<file path="src/inc/gdm_pkg.sv">
// package for the gpio drive mode select block: register map, codes and carriers
package gdm_pkg;

  localparam int NUM_PORTS_DEF = 5;
  localparam int PORT_WIDTH    = 8;
  localparam int ADDR_WIDTH    = 8;

  // register indices; byte address is four times the index
  localparam logic [5:0] IDX_P0_LOW  = 6'h00;
  localparam logic [5:0] IDX_P0_HIGH = 6'h01;
  localparam logic [5:0] IDX_P1_LOW  = 6'h04;
  localparam logic [5:0] IDX_P1_HIGH = 6'h05;
  localparam logic [5:0] IDX_P2_LOW  = 6'h08;
  localparam logic [5:0] IDX_P2_HIGH = 6'h09;
  localparam logic [5:0] IDX_P3_LOW  = 6'h0c;
  localparam logic [5:0] IDX_P3_HIGH = 6'h0d;
  localparam logic [5:0] IDX_P4_LOW  = 6'h10;
  localparam logic [5:0] IDX_P4_HIGH = 6'h11;
  localparam int         IDX_LSB     = 2;

  // reset values and field positions
  localparam logic [7:0] LOW_RESET      = 8'h00;
  localparam logic [7:0] HIGH_RESET     = 8'hff;
  localparam int         CODE_LOW_POS   = 0;
  localparam int         CODE_HIGH_POS  = 1;
  localparam int         STALE_MSB      = 7;
  localparam int         STALE_LSB      = 4;
  localparam int         STALE_PORT     = 4;
  localparam logic [7:0] READ_IDLE      = 8'h00;

  localparam logic [1:0] RESP_OKAY      = 2'b00;
  localparam logic [1:0] RESP_DECODEERR = 2'b11;

  typedef enum logic [1:0] {
    DRIVE_RES_HIGH  = 2'b00,
    DRIVE_STRONG    = 2'b01,
    DRIVE_HIGHZ     = 2'b10,
    DRIVE_OPEN_LOW  = 2'b11
  } gdm_code_type;

  // per-pin pad control
  typedef struct packed {
    logic out;
    logic oe;
    logic pull_up;
    logic input_en;
  } gdm_pad_type;

  // avalon request as the slave sees it
  typedef struct packed {
    logic [ADDR_WIDTH-1:0] address;
    logic                  read;
    logic                  write;
    logic [3:0]            byteenable;
    logic [31:0]           writedata;
  } gdm_req_type;

endpackage

</file>
<file path="src/logic/gdm_drive_select.sv">
// gpio drive mode select: two drive-bit registers per port over avalon-mm, per-pin pad control
// Contract
// each pin's two-bit drive code pairs the same bit position of its port's low and high registers.
// the low drive register supplies bit 0 of every pin code of its port.
// the high drive register supplies bit 1 of every pin code of its port.
// code 00 drives high resistively and low strongly, code 01 drives both levels strongly.
// code 10 floats the pin and disables its input, and reset leaves high registers at ff and low at 00.
// code 11 floats on a high output and drives strongly on a low output, an open-drain mode.
// software using an open-drain pin as input keeps its output value bit high.
// a read of either port 4 drive register returns the last bus value in bits 7 to 4.
// software masks off the upper four bits of a port 4 drive register read.
// a write changes pin drive from the cycle after the write completes with no further action.
// drive registers of ports 0 to 3 read back all eight stored bits.
//
// The Avalon-MM interface to the registers was left to the implementer.
`timescale 1ns/100ps
`default_nettype none

module gdm_drive_select
  import gdm_pkg::*;
#(
  parameter int NUM_PORTS = NUM_PORTS_DEF
) (
  // clock and reset
  input  wire logic                              clk_in,
  input  wire logic                              reset_in,
  // avalon-mm slave
  input  wire logic [ADDR_WIDTH-1:0]             avs_address_in,
  input  wire logic                              avs_read_in,
  input  wire logic                              avs_write_in,
  input  wire logic [3:0]                        avs_byteenable_in,
  input  wire logic [31:0]                       avs_writedata_in,
  output logic      [31:0]                       avs_readdata_out,
  output logic      [1:0]                        avs_response_out,
  output logic                                   avs_waitrequest_out,
  // port side
  input  wire logic [NUM_PORTS*PORT_WIDTH-1:0]   port_output_value_in,
  input  wire logic [NUM_PORTS*PORT_WIDTH-1:0]   pin_level_in,
  output logic      [NUM_PORTS*PORT_WIDTH-1:0]   pin_input_out,
  output gdm_pad_type [NUM_PORTS*PORT_WIDTH-1:0] pad_ctl_out
);

  localparam int NUM_PINS = NUM_PORTS * PORT_WIDTH;

  gdm_req_type req;
  assign req.address    = avs_address_in;
  assign req.read       = avs_read_in;
  assign req.write      = avs_write_in;
  assign req.byteenable = avs_byteenable_in;
  assign req.writedata  = avs_writedata_in;

  logic [PORT_WIDTH-1:0] drive_low_reg  [NUM_PORTS];
  logic [PORT_WIDTH-1:0] drive_low_next [NUM_PORTS];
  logic [PORT_WIDTH-1:0] drive_high_reg [NUM_PORTS];
  logic [PORT_WIDTH-1:0] drive_high_next[NUM_PORTS];
  logic                  ack_reg;
  logic                  ack_next;
  logic [31:0]           rdata_reg;
  logic [31:0]           rdata_next;
  logic [1:0]            resp_reg;
  logic [1:0]            resp_next;
  logic [7:0]            last_bus_reg;
  logic [7:0]            last_bus_next;

  // address decode
  logic [5:0] index;
  logic       hit;
  logic       sel_high;
  int         sel_port;
  logic       aligned;
  logic       req_any;
  logic       done;

  assign index   = req.address[IDX_LSB +: 6];
  assign aligned = (req.address[IDX_LSB-1:0] == 2'b00);
  assign req_any = req.read | req.write;
  assign done    = req_any & ack_reg;

  always_comb begin
    hit      = aligned;
    sel_high = 1'b0;
    sel_port = 0;
    case (index)
      IDX_P0_LOW: begin
        sel_port = 0;
      end
      IDX_P0_HIGH: begin
        sel_port = 0;
        sel_high = 1'b1;
      end
      IDX_P1_LOW: begin
        sel_port = 1;
      end
      IDX_P1_HIGH: begin
        sel_port = 1;
        sel_high = 1'b1;
      end
      IDX_P2_LOW: begin
        sel_port = 2;
      end
      IDX_P2_HIGH: begin
        sel_port = 2;
        sel_high = 1'b1;
      end
      IDX_P3_LOW: begin
        sel_port = 3;
      end
      IDX_P3_HIGH: begin
        sel_port = 3;
        sel_high = 1'b1;
      end
      IDX_P4_LOW: begin
        sel_port = 4;
      end
      IDX_P4_HIGH: begin
        sel_port = 4;
        sel_high = 1'b1;
      end
      default: begin
        hit = 1'b0;
      end
    endcase
    if (sel_port >= NUM_PORTS) begin
      hit = 1'b0;
    end
  end

  // one wait cycle per access so read data stands from a flop at the completing edge
  assign avs_waitrequest_out = req_any & ~ack_reg;
  assign avs_readdata_out    = rdata_reg;
  assign avs_response_out    = resp_reg;

  // read value of the addressed register
  logic [7:0] read_byte;
  always_comb begin
    read_byte = READ_IDLE;
    if (hit) begin
      read_byte = sel_high ? drive_high_reg[sel_port] : drive_low_reg[sel_port];
      if (sel_port == STALE_PORT) begin
        // upper nibble carries no state; it echoes whatever last crossed the bus
        read_byte[STALE_MSB:STALE_LSB] = last_bus_reg[STALE_MSB:STALE_LSB];
      end
    end
  end

  // bus state next values
  always_comb begin
    ack_next      = req_any & ~ack_reg;
    rdata_next    = rdata_reg;
    resp_next     = resp_reg;
    last_bus_next = last_bus_reg;
    if (req_any & ~ack_reg) begin
      rdata_next = req.read ? {24'h000000, read_byte} : 32'h00000000;
      resp_next  = hit ? RESP_OKAY : RESP_DECODEERR;
    end
    if (done) begin
      // data bus byte of the finished transfer, as the port 4 registers will echo it
      if (req.write && req.byteenable[0]) begin
        last_bus_next = req.writedata[7:0];
      end else if (req.read) begin
        last_bus_next = rdata_reg[7:0];
      end
    end
  end

  // drive register next values
  always_comb begin
    for (int p = 0; p < NUM_PORTS; p++) begin
      drive_low_next[p]  = drive_low_reg[p];
      drive_high_next[p] = drive_high_reg[p];
    end
    // write lands on the edge where waitrequest is low, never earlier
    if (done && req.write && hit && req.byteenable[0]) begin
      if (sel_high) begin
        drive_high_next[sel_port] = req.writedata[7:0];
      end else begin
        drive_low_next[sel_port] = req.writedata[7:0];
      end
    end
  end

  always_ff @(posedge clk_in) begin
    if (reset_in) begin
      ack_reg      <= 1'b0;
      rdata_reg    <= 32'h00000000;
      resp_reg     <= RESP_OKAY;
      last_bus_reg <= 8'h00;
      for (int p = 0; p < NUM_PORTS; p++) begin
        drive_low_reg[p]  <= LOW_RESET;
        drive_high_reg[p] <= HIGH_RESET;
      end
    end else begin
      ack_reg      <= ack_next;
      rdata_reg    <= rdata_next;
      resp_reg     <= resp_next;
      last_bus_reg <= last_bus_next;
      for (int p = 0; p < NUM_PORTS; p++) begin
        drive_low_reg[p]  <= drive_low_next[p];
        drive_high_reg[p] <= drive_high_next[p];
      end
    end
  end

  // per-pin pad control straight from the stored bits, so a write acts on the next cycle
  genvar g;
  generate
    for (g = 0; g < NUM_PINS; g++) begin : g_pin
      gdm_code_type code;
      logic         value;
      assign code  = gdm_code_type'({drive_high_reg[g / PORT_WIDTH][g % PORT_WIDTH],
                                     drive_low_reg[g / PORT_WIDTH][g % PORT_WIDTH]});
      assign value = port_output_value_in[g];

      always_comb begin
        pad_ctl_out[g].out      = 1'b0;
        pad_ctl_out[g].oe       = 1'b0;
        pad_ctl_out[g].pull_up  = 1'b0;
        pad_ctl_out[g].input_en = 1'b1;
        case (code)
          DRIVE_RES_HIGH: begin
            pad_ctl_out[g].oe      = ~value;
            pad_ctl_out[g].pull_up = value;
          end
          DRIVE_STRONG: begin
            pad_ctl_out[g].oe  = 1'b1;
            pad_ctl_out[g].out = value;
          end
          DRIVE_HIGHZ: begin
            // input gated off so a floating pad burns no current
            pad_ctl_out[g].input_en = 1'b0;
          end
          DRIVE_OPEN_LOW: begin
            // reading an input here relies on software holding the value bit high
            pad_ctl_out[g].oe = ~value;
          end
          default: begin
            pad_ctl_out[g].input_en = 1'b0;
          end
        endcase
      end

      assign pin_input_out[g] = pin_level_in[g] & pad_ctl_out[g].input_en;

      a_code_map_highz : assert property (@(posedge clk_in) disable iff (reset_in)
        (code == DRIVE_HIGHZ) |-> (!pad_ctl_out[g].oe && !pad_ctl_out[g].pull_up && !pin_input_out[g]))
        else $error("high impedance code drives or passes input");
      a_code_map_open : assert property (@(posedge clk_in) disable iff (reset_in)
        (code == DRIVE_OPEN_LOW) |-> (pad_ctl_out[g].oe == !value && !pad_ctl_out[g].out
                                      && !pad_ctl_out[g].pull_up))
        else $error("open drain code drives wrong level");
      a_code_map_res : assert property (@(posedge clk_in) disable iff (reset_in)
        (code == DRIVE_RES_HIGH) |-> (pad_ctl_out[g].pull_up == value && pad_ctl_out[g].oe == !value))
        else $error("resistive code pad control wrong");
      a_code_map_strong : assert property (@(posedge clk_in) disable iff (reset_in)
        (code == DRIVE_STRONG) |-> (pad_ctl_out[g].oe && pad_ctl_out[g].out == value))
        else $error("strong code pad control wrong");
      a_input_gate : assert property (@(posedge clk_in) disable iff (reset_in)
        pad_ctl_out[g].input_en |-> (pin_input_out[g] == pin_level_in[g]))
        else $error("enabled input does not follow the pin");
    end
  endgenerate

  // checks on the register side
  a_write_then_drive : assert property (@(posedge clk_in) disable iff (reset_in)
    (done && req.write && hit && !sel_high && req.byteenable[0] && sel_port == 0)
      |=> (drive_low_reg[0] == $past(req.writedata[7:0])))
    else $error("low register write not applied next cycle");
  a_write_high_drive : assert property (@(posedge clk_in) disable iff (reset_in)
    (done && req.write && hit && sel_high && req.byteenable[0] && sel_port == 1)
      |=> (drive_high_reg[1] == $past(req.writedata[7:0])))
    else $error("high register write not applied next cycle");
  a_readback_full : assert property (@(posedge clk_in) disable iff (reset_in)
    (req.read && !ack_reg && hit && sel_port < STALE_PORT)
      |=> (avs_readdata_out[7:0] == (sel_high ? drive_high_reg[$past(sel_port)]
                                              : drive_low_reg[$past(sel_port)])))
    else $error("port 0 to 3 readback differs from stored bits");
  a_stale_nibble : assert property (@(posedge clk_in) disable iff (reset_in)
    (req.read && !ack_reg && hit && sel_port == STALE_PORT)
      |=> (avs_readdata_out[7:4] == $past(last_bus_reg[7:4])))
    else $error("port 4 upper nibble not last bus value");
  a_wait_one_cycle : assert property (@(posedge clk_in) disable iff (reset_in)
    $rose(req_any) |-> avs_waitrequest_out ##1 !avs_waitrequest_out)
    else $error("waitrequest not exactly one cycle");
  a_reset_state : assert property (@(posedge clk_in)
    $fell(reset_in) |-> (drive_high_reg[0] == HIGH_RESET && drive_low_reg[0] == LOW_RESET
                         && pad_ctl_out[0].input_en == 1'b0))
    else $error("reset state is not high impedance");
  a_no_write_hold : assert property (@(posedge clk_in) disable iff (reset_in)
    !(done && req.write) |=> (drive_low_reg[0] == $past(drive_low_reg[0])
                              && drive_high_reg[0] == $past(drive_high_reg[0])))
    else $error("drive register changed without a write");

  // masked byte lane: the write still completes but must leave the register alone
  a_masked_write : assert property (@(posedge clk_in) disable iff (reset_in)
    (done && req.write && !req.byteenable[0]) |=> (drive_low_reg[0] == $past(drive_low_reg[0])
                                                  && drive_high_reg[0] == $past(drive_high_reg[0])))
    else $error("masked write changed a drive register");

  // bus answers
  a_unmapped_error : assert property (@(posedge clk_in) disable iff (reset_in)
    (req_any && !ack_reg && !hit)
      |=> (avs_response_out == RESP_DECODEERR && avs_readdata_out == 32'h00000000))
    else $error("unmapped access not refused");
  a_mapped_okay : assert property (@(posedge clk_in) disable iff (reset_in)
    (req_any && !ack_reg && hit) |=> (avs_response_out == RESP_OKAY))
    else $error("mapped access not answered okay");
  a_readdata_upper : assert property (@(posedge clk_in) disable iff (reset_in)
    (req.read && !ack_reg) |=> (avs_readdata_out[31:8] == 24'h000000))
    else $error("read data upper bytes not zero");
  a_response_hold : assert property (@(posedge clk_in) disable iff (reset_in)
    !req_any |=> ($stable(avs_readdata_out) && $stable(avs_response_out)))
    else $error("read answer moved while idle");
  a_reset_outputs : assert property (@(posedge clk_in)
    $fell(reset_in) |-> (avs_readdata_out == 32'h00000000 && avs_response_out == RESP_OKAY))
    else $error("bus answer not cleared by reset");

  // port 4 registers: all eight bits stored, upper nibble of a read echoes the bus
  a_port4_low_nibble : assert property (@(posedge clk_in) disable iff (reset_in)
    (req.read && !ack_reg && hit && !sel_high && sel_port == STALE_PORT)
      |=> (avs_readdata_out[3:0] == drive_low_reg[$past(sel_port)][3:0]))
    else $error("port 4 low nibble not stored bits");
  a_last_bus_write : assert property (@(posedge clk_in) disable iff (reset_in)
    (done && req.write && req.byteenable[0]) |=> (last_bus_reg == $past(req.writedata[7:0])))
    else $error("written byte not kept as last bus value");
  a_port4_write : assert property (@(posedge clk_in) disable iff (reset_in)
    (done && req.write && hit && !sel_high && req.byteenable[0] && sel_port == STALE_PORT)
      |=> (drive_low_reg[$past(sel_port)] == $past(req.writedata[7:0])))
    else $error("port 4 low register write not applied next cycle");

  c_write_low : cover property (@(posedge clk_in) disable iff (reset_in)
    done && req.write && hit && !sel_high);
  c_read_port4 : cover property (@(posedge clk_in) disable iff (reset_in)
    done && req.read && hit && sel_port == STALE_PORT);
  c_unmapped : cover property (@(posedge clk_in) disable iff (reset_in)
    done && !hit);
  c_open_drain : cover property (@(posedge clk_in) disable iff (reset_in)
    drive_high_reg[0][0] && drive_low_reg[0][0]);
  c_write_port4 : cover property (@(posedge clk_in) disable iff (reset_in)
    done && req.write && hit && sel_port == STALE_PORT);

endmodule

`default_nettype wire

</file>
<file path="config.mk">
export PLATFORM = sky130hd
export DESIGN_NAME = gdm_drive_select
export DESIGN_NICKNAME = d
export VERILOG_FILES = /design/src/inc/gdm_pkg.sv /design/src/logic/gdm_drive_select.sv
export SDC_FILE = /design/constraint.sdc
export NUM_CORES = 1
export LEC_CHECK = 0
export ABC_AREA = 1
export BUFFER_PORTS_ARGS = -buffer_cell sky130_fd_sc_hd__buf_4
export CAP_MARGIN = 30
export CORE_MARGIN = 10
export CORE_UTILIZATION = 52
export DETAILED_ROUTE_END_ITERATION = 10
export GPL_TIMING_DRIVEN = 0
export HOLD_SLACK_MARGIN = 0.03
export PLACE_DENSITY_LB_ADDON = 0.08
export SLEW_MARGIN = 20
export SYNTH_ARGS = -nofsm -noshare
export SYNTH_HDL_FRONTEND = slang
export SYNTH_SLANG_ARGS = --single-unit
</file>
<file path="constraint.sdc">
create_clock -name clk_in -period 3.13 [get_ports clk_in]
set_input_delay 0.313 -clock clk_in [delete_from_list [all_inputs] [get_ports clk_in]]
set_output_delay 0.313 -clock clk_in [all_outputs]
set_load 0.005 [all_outputs]
</file>
==> insert_results.sql <==
INSERT INTO impl_metrics (metric_group, metric, value, unit) VALUES
('clocking', 'clock_tree.buffer_depth', '2', ''),
('detailed_routing', 'drt_first_pass_iters', '6', ''),
('finish', 'seq_area', '0.00188', 'mm2'),
('floorplan', 'design.portCount', '363', ''),
('critical_path', 'cp_data_required_time', '3.41', 'ns'),
('outcome', 'status', 'finished clean', ''),
('logic_synthesis', 'synth_cells', '1212', ''),
('power_and_ir_drop', 'max-vdd-ir-drop', '0.221', 'mV'),
('critical_path', 'critPathTopFamily', 'simple AND/OR/NAND/NOR gates', ''),
('logic_synthesis', 'synth_top_area_cell', 'dfxtp_1', ''),
('floorplan', 'floorplan.core_area', '0.0145', 'mm2'),
('min_path', 'worstHoldPathType', 'in -> reg', ''),
('floorplan', 'rows', '44', ''),
('timing', 'grt_setup_unrepaired', 'no', ''),
('clocking', 'cts-resized-gates', '0', ''),
('timing', 'totalNegativeSetupSlack', '0', 'ns'),
('place', 'total_placed_instance_area', '0.0103', 'mm2'),
('timing', 'worst_slew_pin_slew', '0.846', 'ns'),
('logic_synthesis', 'netlist.area_leader.share', '0.245', ''),
('timing', 'worst_clock_skew', '0.00817', 'ns'),
('logic_synthesis', 'synth_area_per_cell', '6.33', 'um2'),
('critical_path', 'critical_path.endpoint_type', 'register', ''),
('finish', 'flow.area_growth_from_synthesis', '37.6', '%'),
('global_route', 'grt_pass1_wl', '42200', 'um'),
('detailed_routing', 'num_vias', '8579', ''),
('critical_path', 'start_kind', 'primary input', ''),
('timing', 'maxClockFrequency', '0.515', 'GHz'),
('place', 'gp_routability_congestion', '0.954', ''),
('logic_synthesis', 'dominant_cell_by_count_in_the_synthesized_netlist', 'inv_1', ''),
('logic_synthesis', 'synth_top_cells_by_count', 'inv_1 (253), nor2_1 (242), nand2_1 (171)', ''),
('logic_synthesis', 'async_reset_ff_frac', '0', ''),
('critical_path', 'criticalPathCategory', 'in -> reg', ''),
('finish', 'final_core_util', '0.730', ''),
('finish', 'antenna_cells', '0', ''),
('power_and_ir_drop', 'power.density_cell_area', '244', 'mW/mm2'),
('floorplan', 'initial_utilization', '0.530', ''),
('timing', 'min_period', '1.94', 'ns'),
('logic_synthesis', 'synth-edff-count', '0', ''),
('detailed_routing', 'routed_wl', '27400', 'um'),
('logic_synthesis', 'synth.area.top_cells', 'dfxtp_1 (25%), ha_1 (20%), inv_1 (12%), nor2_1 (12%), nand2_1 (8.4%)', ''),
('finish', 'fillerInstances', '1273', ''),
('logic_synthesis', 'ys_ff_latch', '94', ''),
('detailed_routing', 'detailedRoute.firstIterationViolations', '746', ''),
('clocking', 'tritoncts.num_buffers', '9', ''),
('clocking', 'htree_levels', '3', ''),
('run', 'max_cap_viols', '0', ''),
('critical_path', 'worst_path_cell_chain', 'buf_4 -> nor2_4 -> nand3_4 -> nand2_1 -> nand2_1 -> nor3_4 -> nand2_4 -> nor2_4 -> buf_2 -> a21oi_1 -> o21ai_1', ''),
('logic_synthesis', 'post_synth_instance_area', '0.00768', 'mm2'),
('global_route', 'first_global_vias', '8165', ''),
('critical_path', 'critical-path-max-stage-delay', '0.27', 'ns'),
('clocking', 'clock_sinks', '94', ''),
('logic_synthesis', 'seq_area_frac_synth', '0.245', ''),
('floorplan', 'die_x', '142', 'um'),
('detailed_routing', 'detail_route.wl_per_cell', '15.8', 'um'),
('timing', 'final_max_slew_viol_count', '0', ''),
('place', 'hpwl', '22700', 'um'),
('finish', 'layout.nets', '1800', ''),
('global_route', 'globalRouteTotalUtil', '0.258', ''),
('critical_path', 'worst-endpoint-arrival', '2.22', 'ns'),
('finish', 'multi_input_area', '0.00456', 'mm2'),
('detailed_routing', 'detail_route.vias_per_cell', '4.93', ''),
('clocking', 'tritoncts', 'yes', ''),
('floorplan', 'height_of_the_chip', '142', 'um'),
('finish', 'drive_gt1_frac', '0.241', ''),
('logic_synthesis', 'synth-main-ff-cell', 'dfxtp_1', ''),
('clocking', 'postCtsSetupBuffers', '0', ''),
('critical_path', 'path_buf_inv', '2', ''),
('timing', 'finalHoldViolCount', '0', ''),
('global_route', 'gr-total-overflow', '0', ''),
('critical_path', 'crit_fanout', '10', ''),
('global_route', 'grt_start_max_net_pins', '17', '');
==> path summary, 6_finish.rpt <==
path,startpoint,to,depth (start not counted)
hold / removal,avs_writedata_in[5],last_bus_reg[5]$_SDFFE_PP0P_,3
hold reg to reg,avs_readdata_out[0]$_SDFFE_PP0P_,avs_readdata_out[0]$_SDFFE_PP0P_,2
setup / recovery,avs_address_in[3],drive_high_reg[0][6]$_SDFFE_PP1P_,11
setup reg to reg,ack_reg$_SDFF_PP0_,drive_high_reg[0][6]$_SDFFE_PP1P_,7
==> cells in the final DEF (no fill, tap or decap), types with 37 or more instances in the layout <==
master,netlist,final
o21ai_0,90,90
a21oi_1,52,52
inv_1,253,253
nand3_1,37,37
buf_4,27,333
nor3_1,40,40
ha_1,120,120
dfxtp_1,94,94
nor2_1,242,242
nand2_1,171,171
==> power breakdown <==
group | internal [mW] | switching, mW | total, mW
Combinational | 0.143 | 0.178 | 0.321
Clock | 0.549 | 0.506 | 1.05
Sequential | 1.20 | 0.00385 | 1.21
==> layout make-up <==
class,count,area share
Buffer,66,0.0342
Clock buffer,11,0.0220
Clock inverter,5,0.00414
Inverter,255,0.0906
Multi-Input combinational cell,820,0.432
Sequential cell,94,0.178
Tap cell,184,0.0218
Timing Repair Buffer,306,0.217
==> metal layers <==
metal / GRT usage / wire, um / share of wire
met5: 0 / 0 / 0
met4: 0.0925 / 843 / 0.031
met3: 0.0607 / 2430 / 0.088
met2: 0.451 / 13400 / 0.49
met1: 0.298 / 10700 / 0.39
==> worst min-delay path: cells and delay by family <==
| kind | cells | cell delay [ns] |
|---|---|---|
| buf+inv | 1 | 0.11 |
| compound gates | 1 | 0.07 |
| simple gates | 1 | 0.06 |
==> cells by family after synthesis <==
| group | Yosys count | synth area share |
|---|---|---|
| buffers and inverters | 321 | 0.172 |
| flip-flops | 94 | 0.245 |
| AO/OA/AOI/OAI | 155 | 0.102 |
| AND/OR/NAND/NOR | 521 | 0.285 |
| other | 1 | 0.000488 |
| adder cells (fa/ha/maj) | 120 | 0.196 |
==> per-stage QoR <==
step | cells | power [mW] | hold slack (ns) | worst slack, ns
after floorplan | 1235 | 1.38 | 0.462 | 1.51
final | 1741 | 2.58 | 0.251 | 1.19
after detailed placement | 1725 | 1.55 | 0.456 | 0.888
after global placement | 1725 | 1.54 | 0.457 | 0.887
after global routing | 1741 | 2.64 | 0.270 | 1.03
after CTS | 1741 | 2.56 | 0.252 | 1.24
No activity file was read; power rests on OpenSTA's default activity.
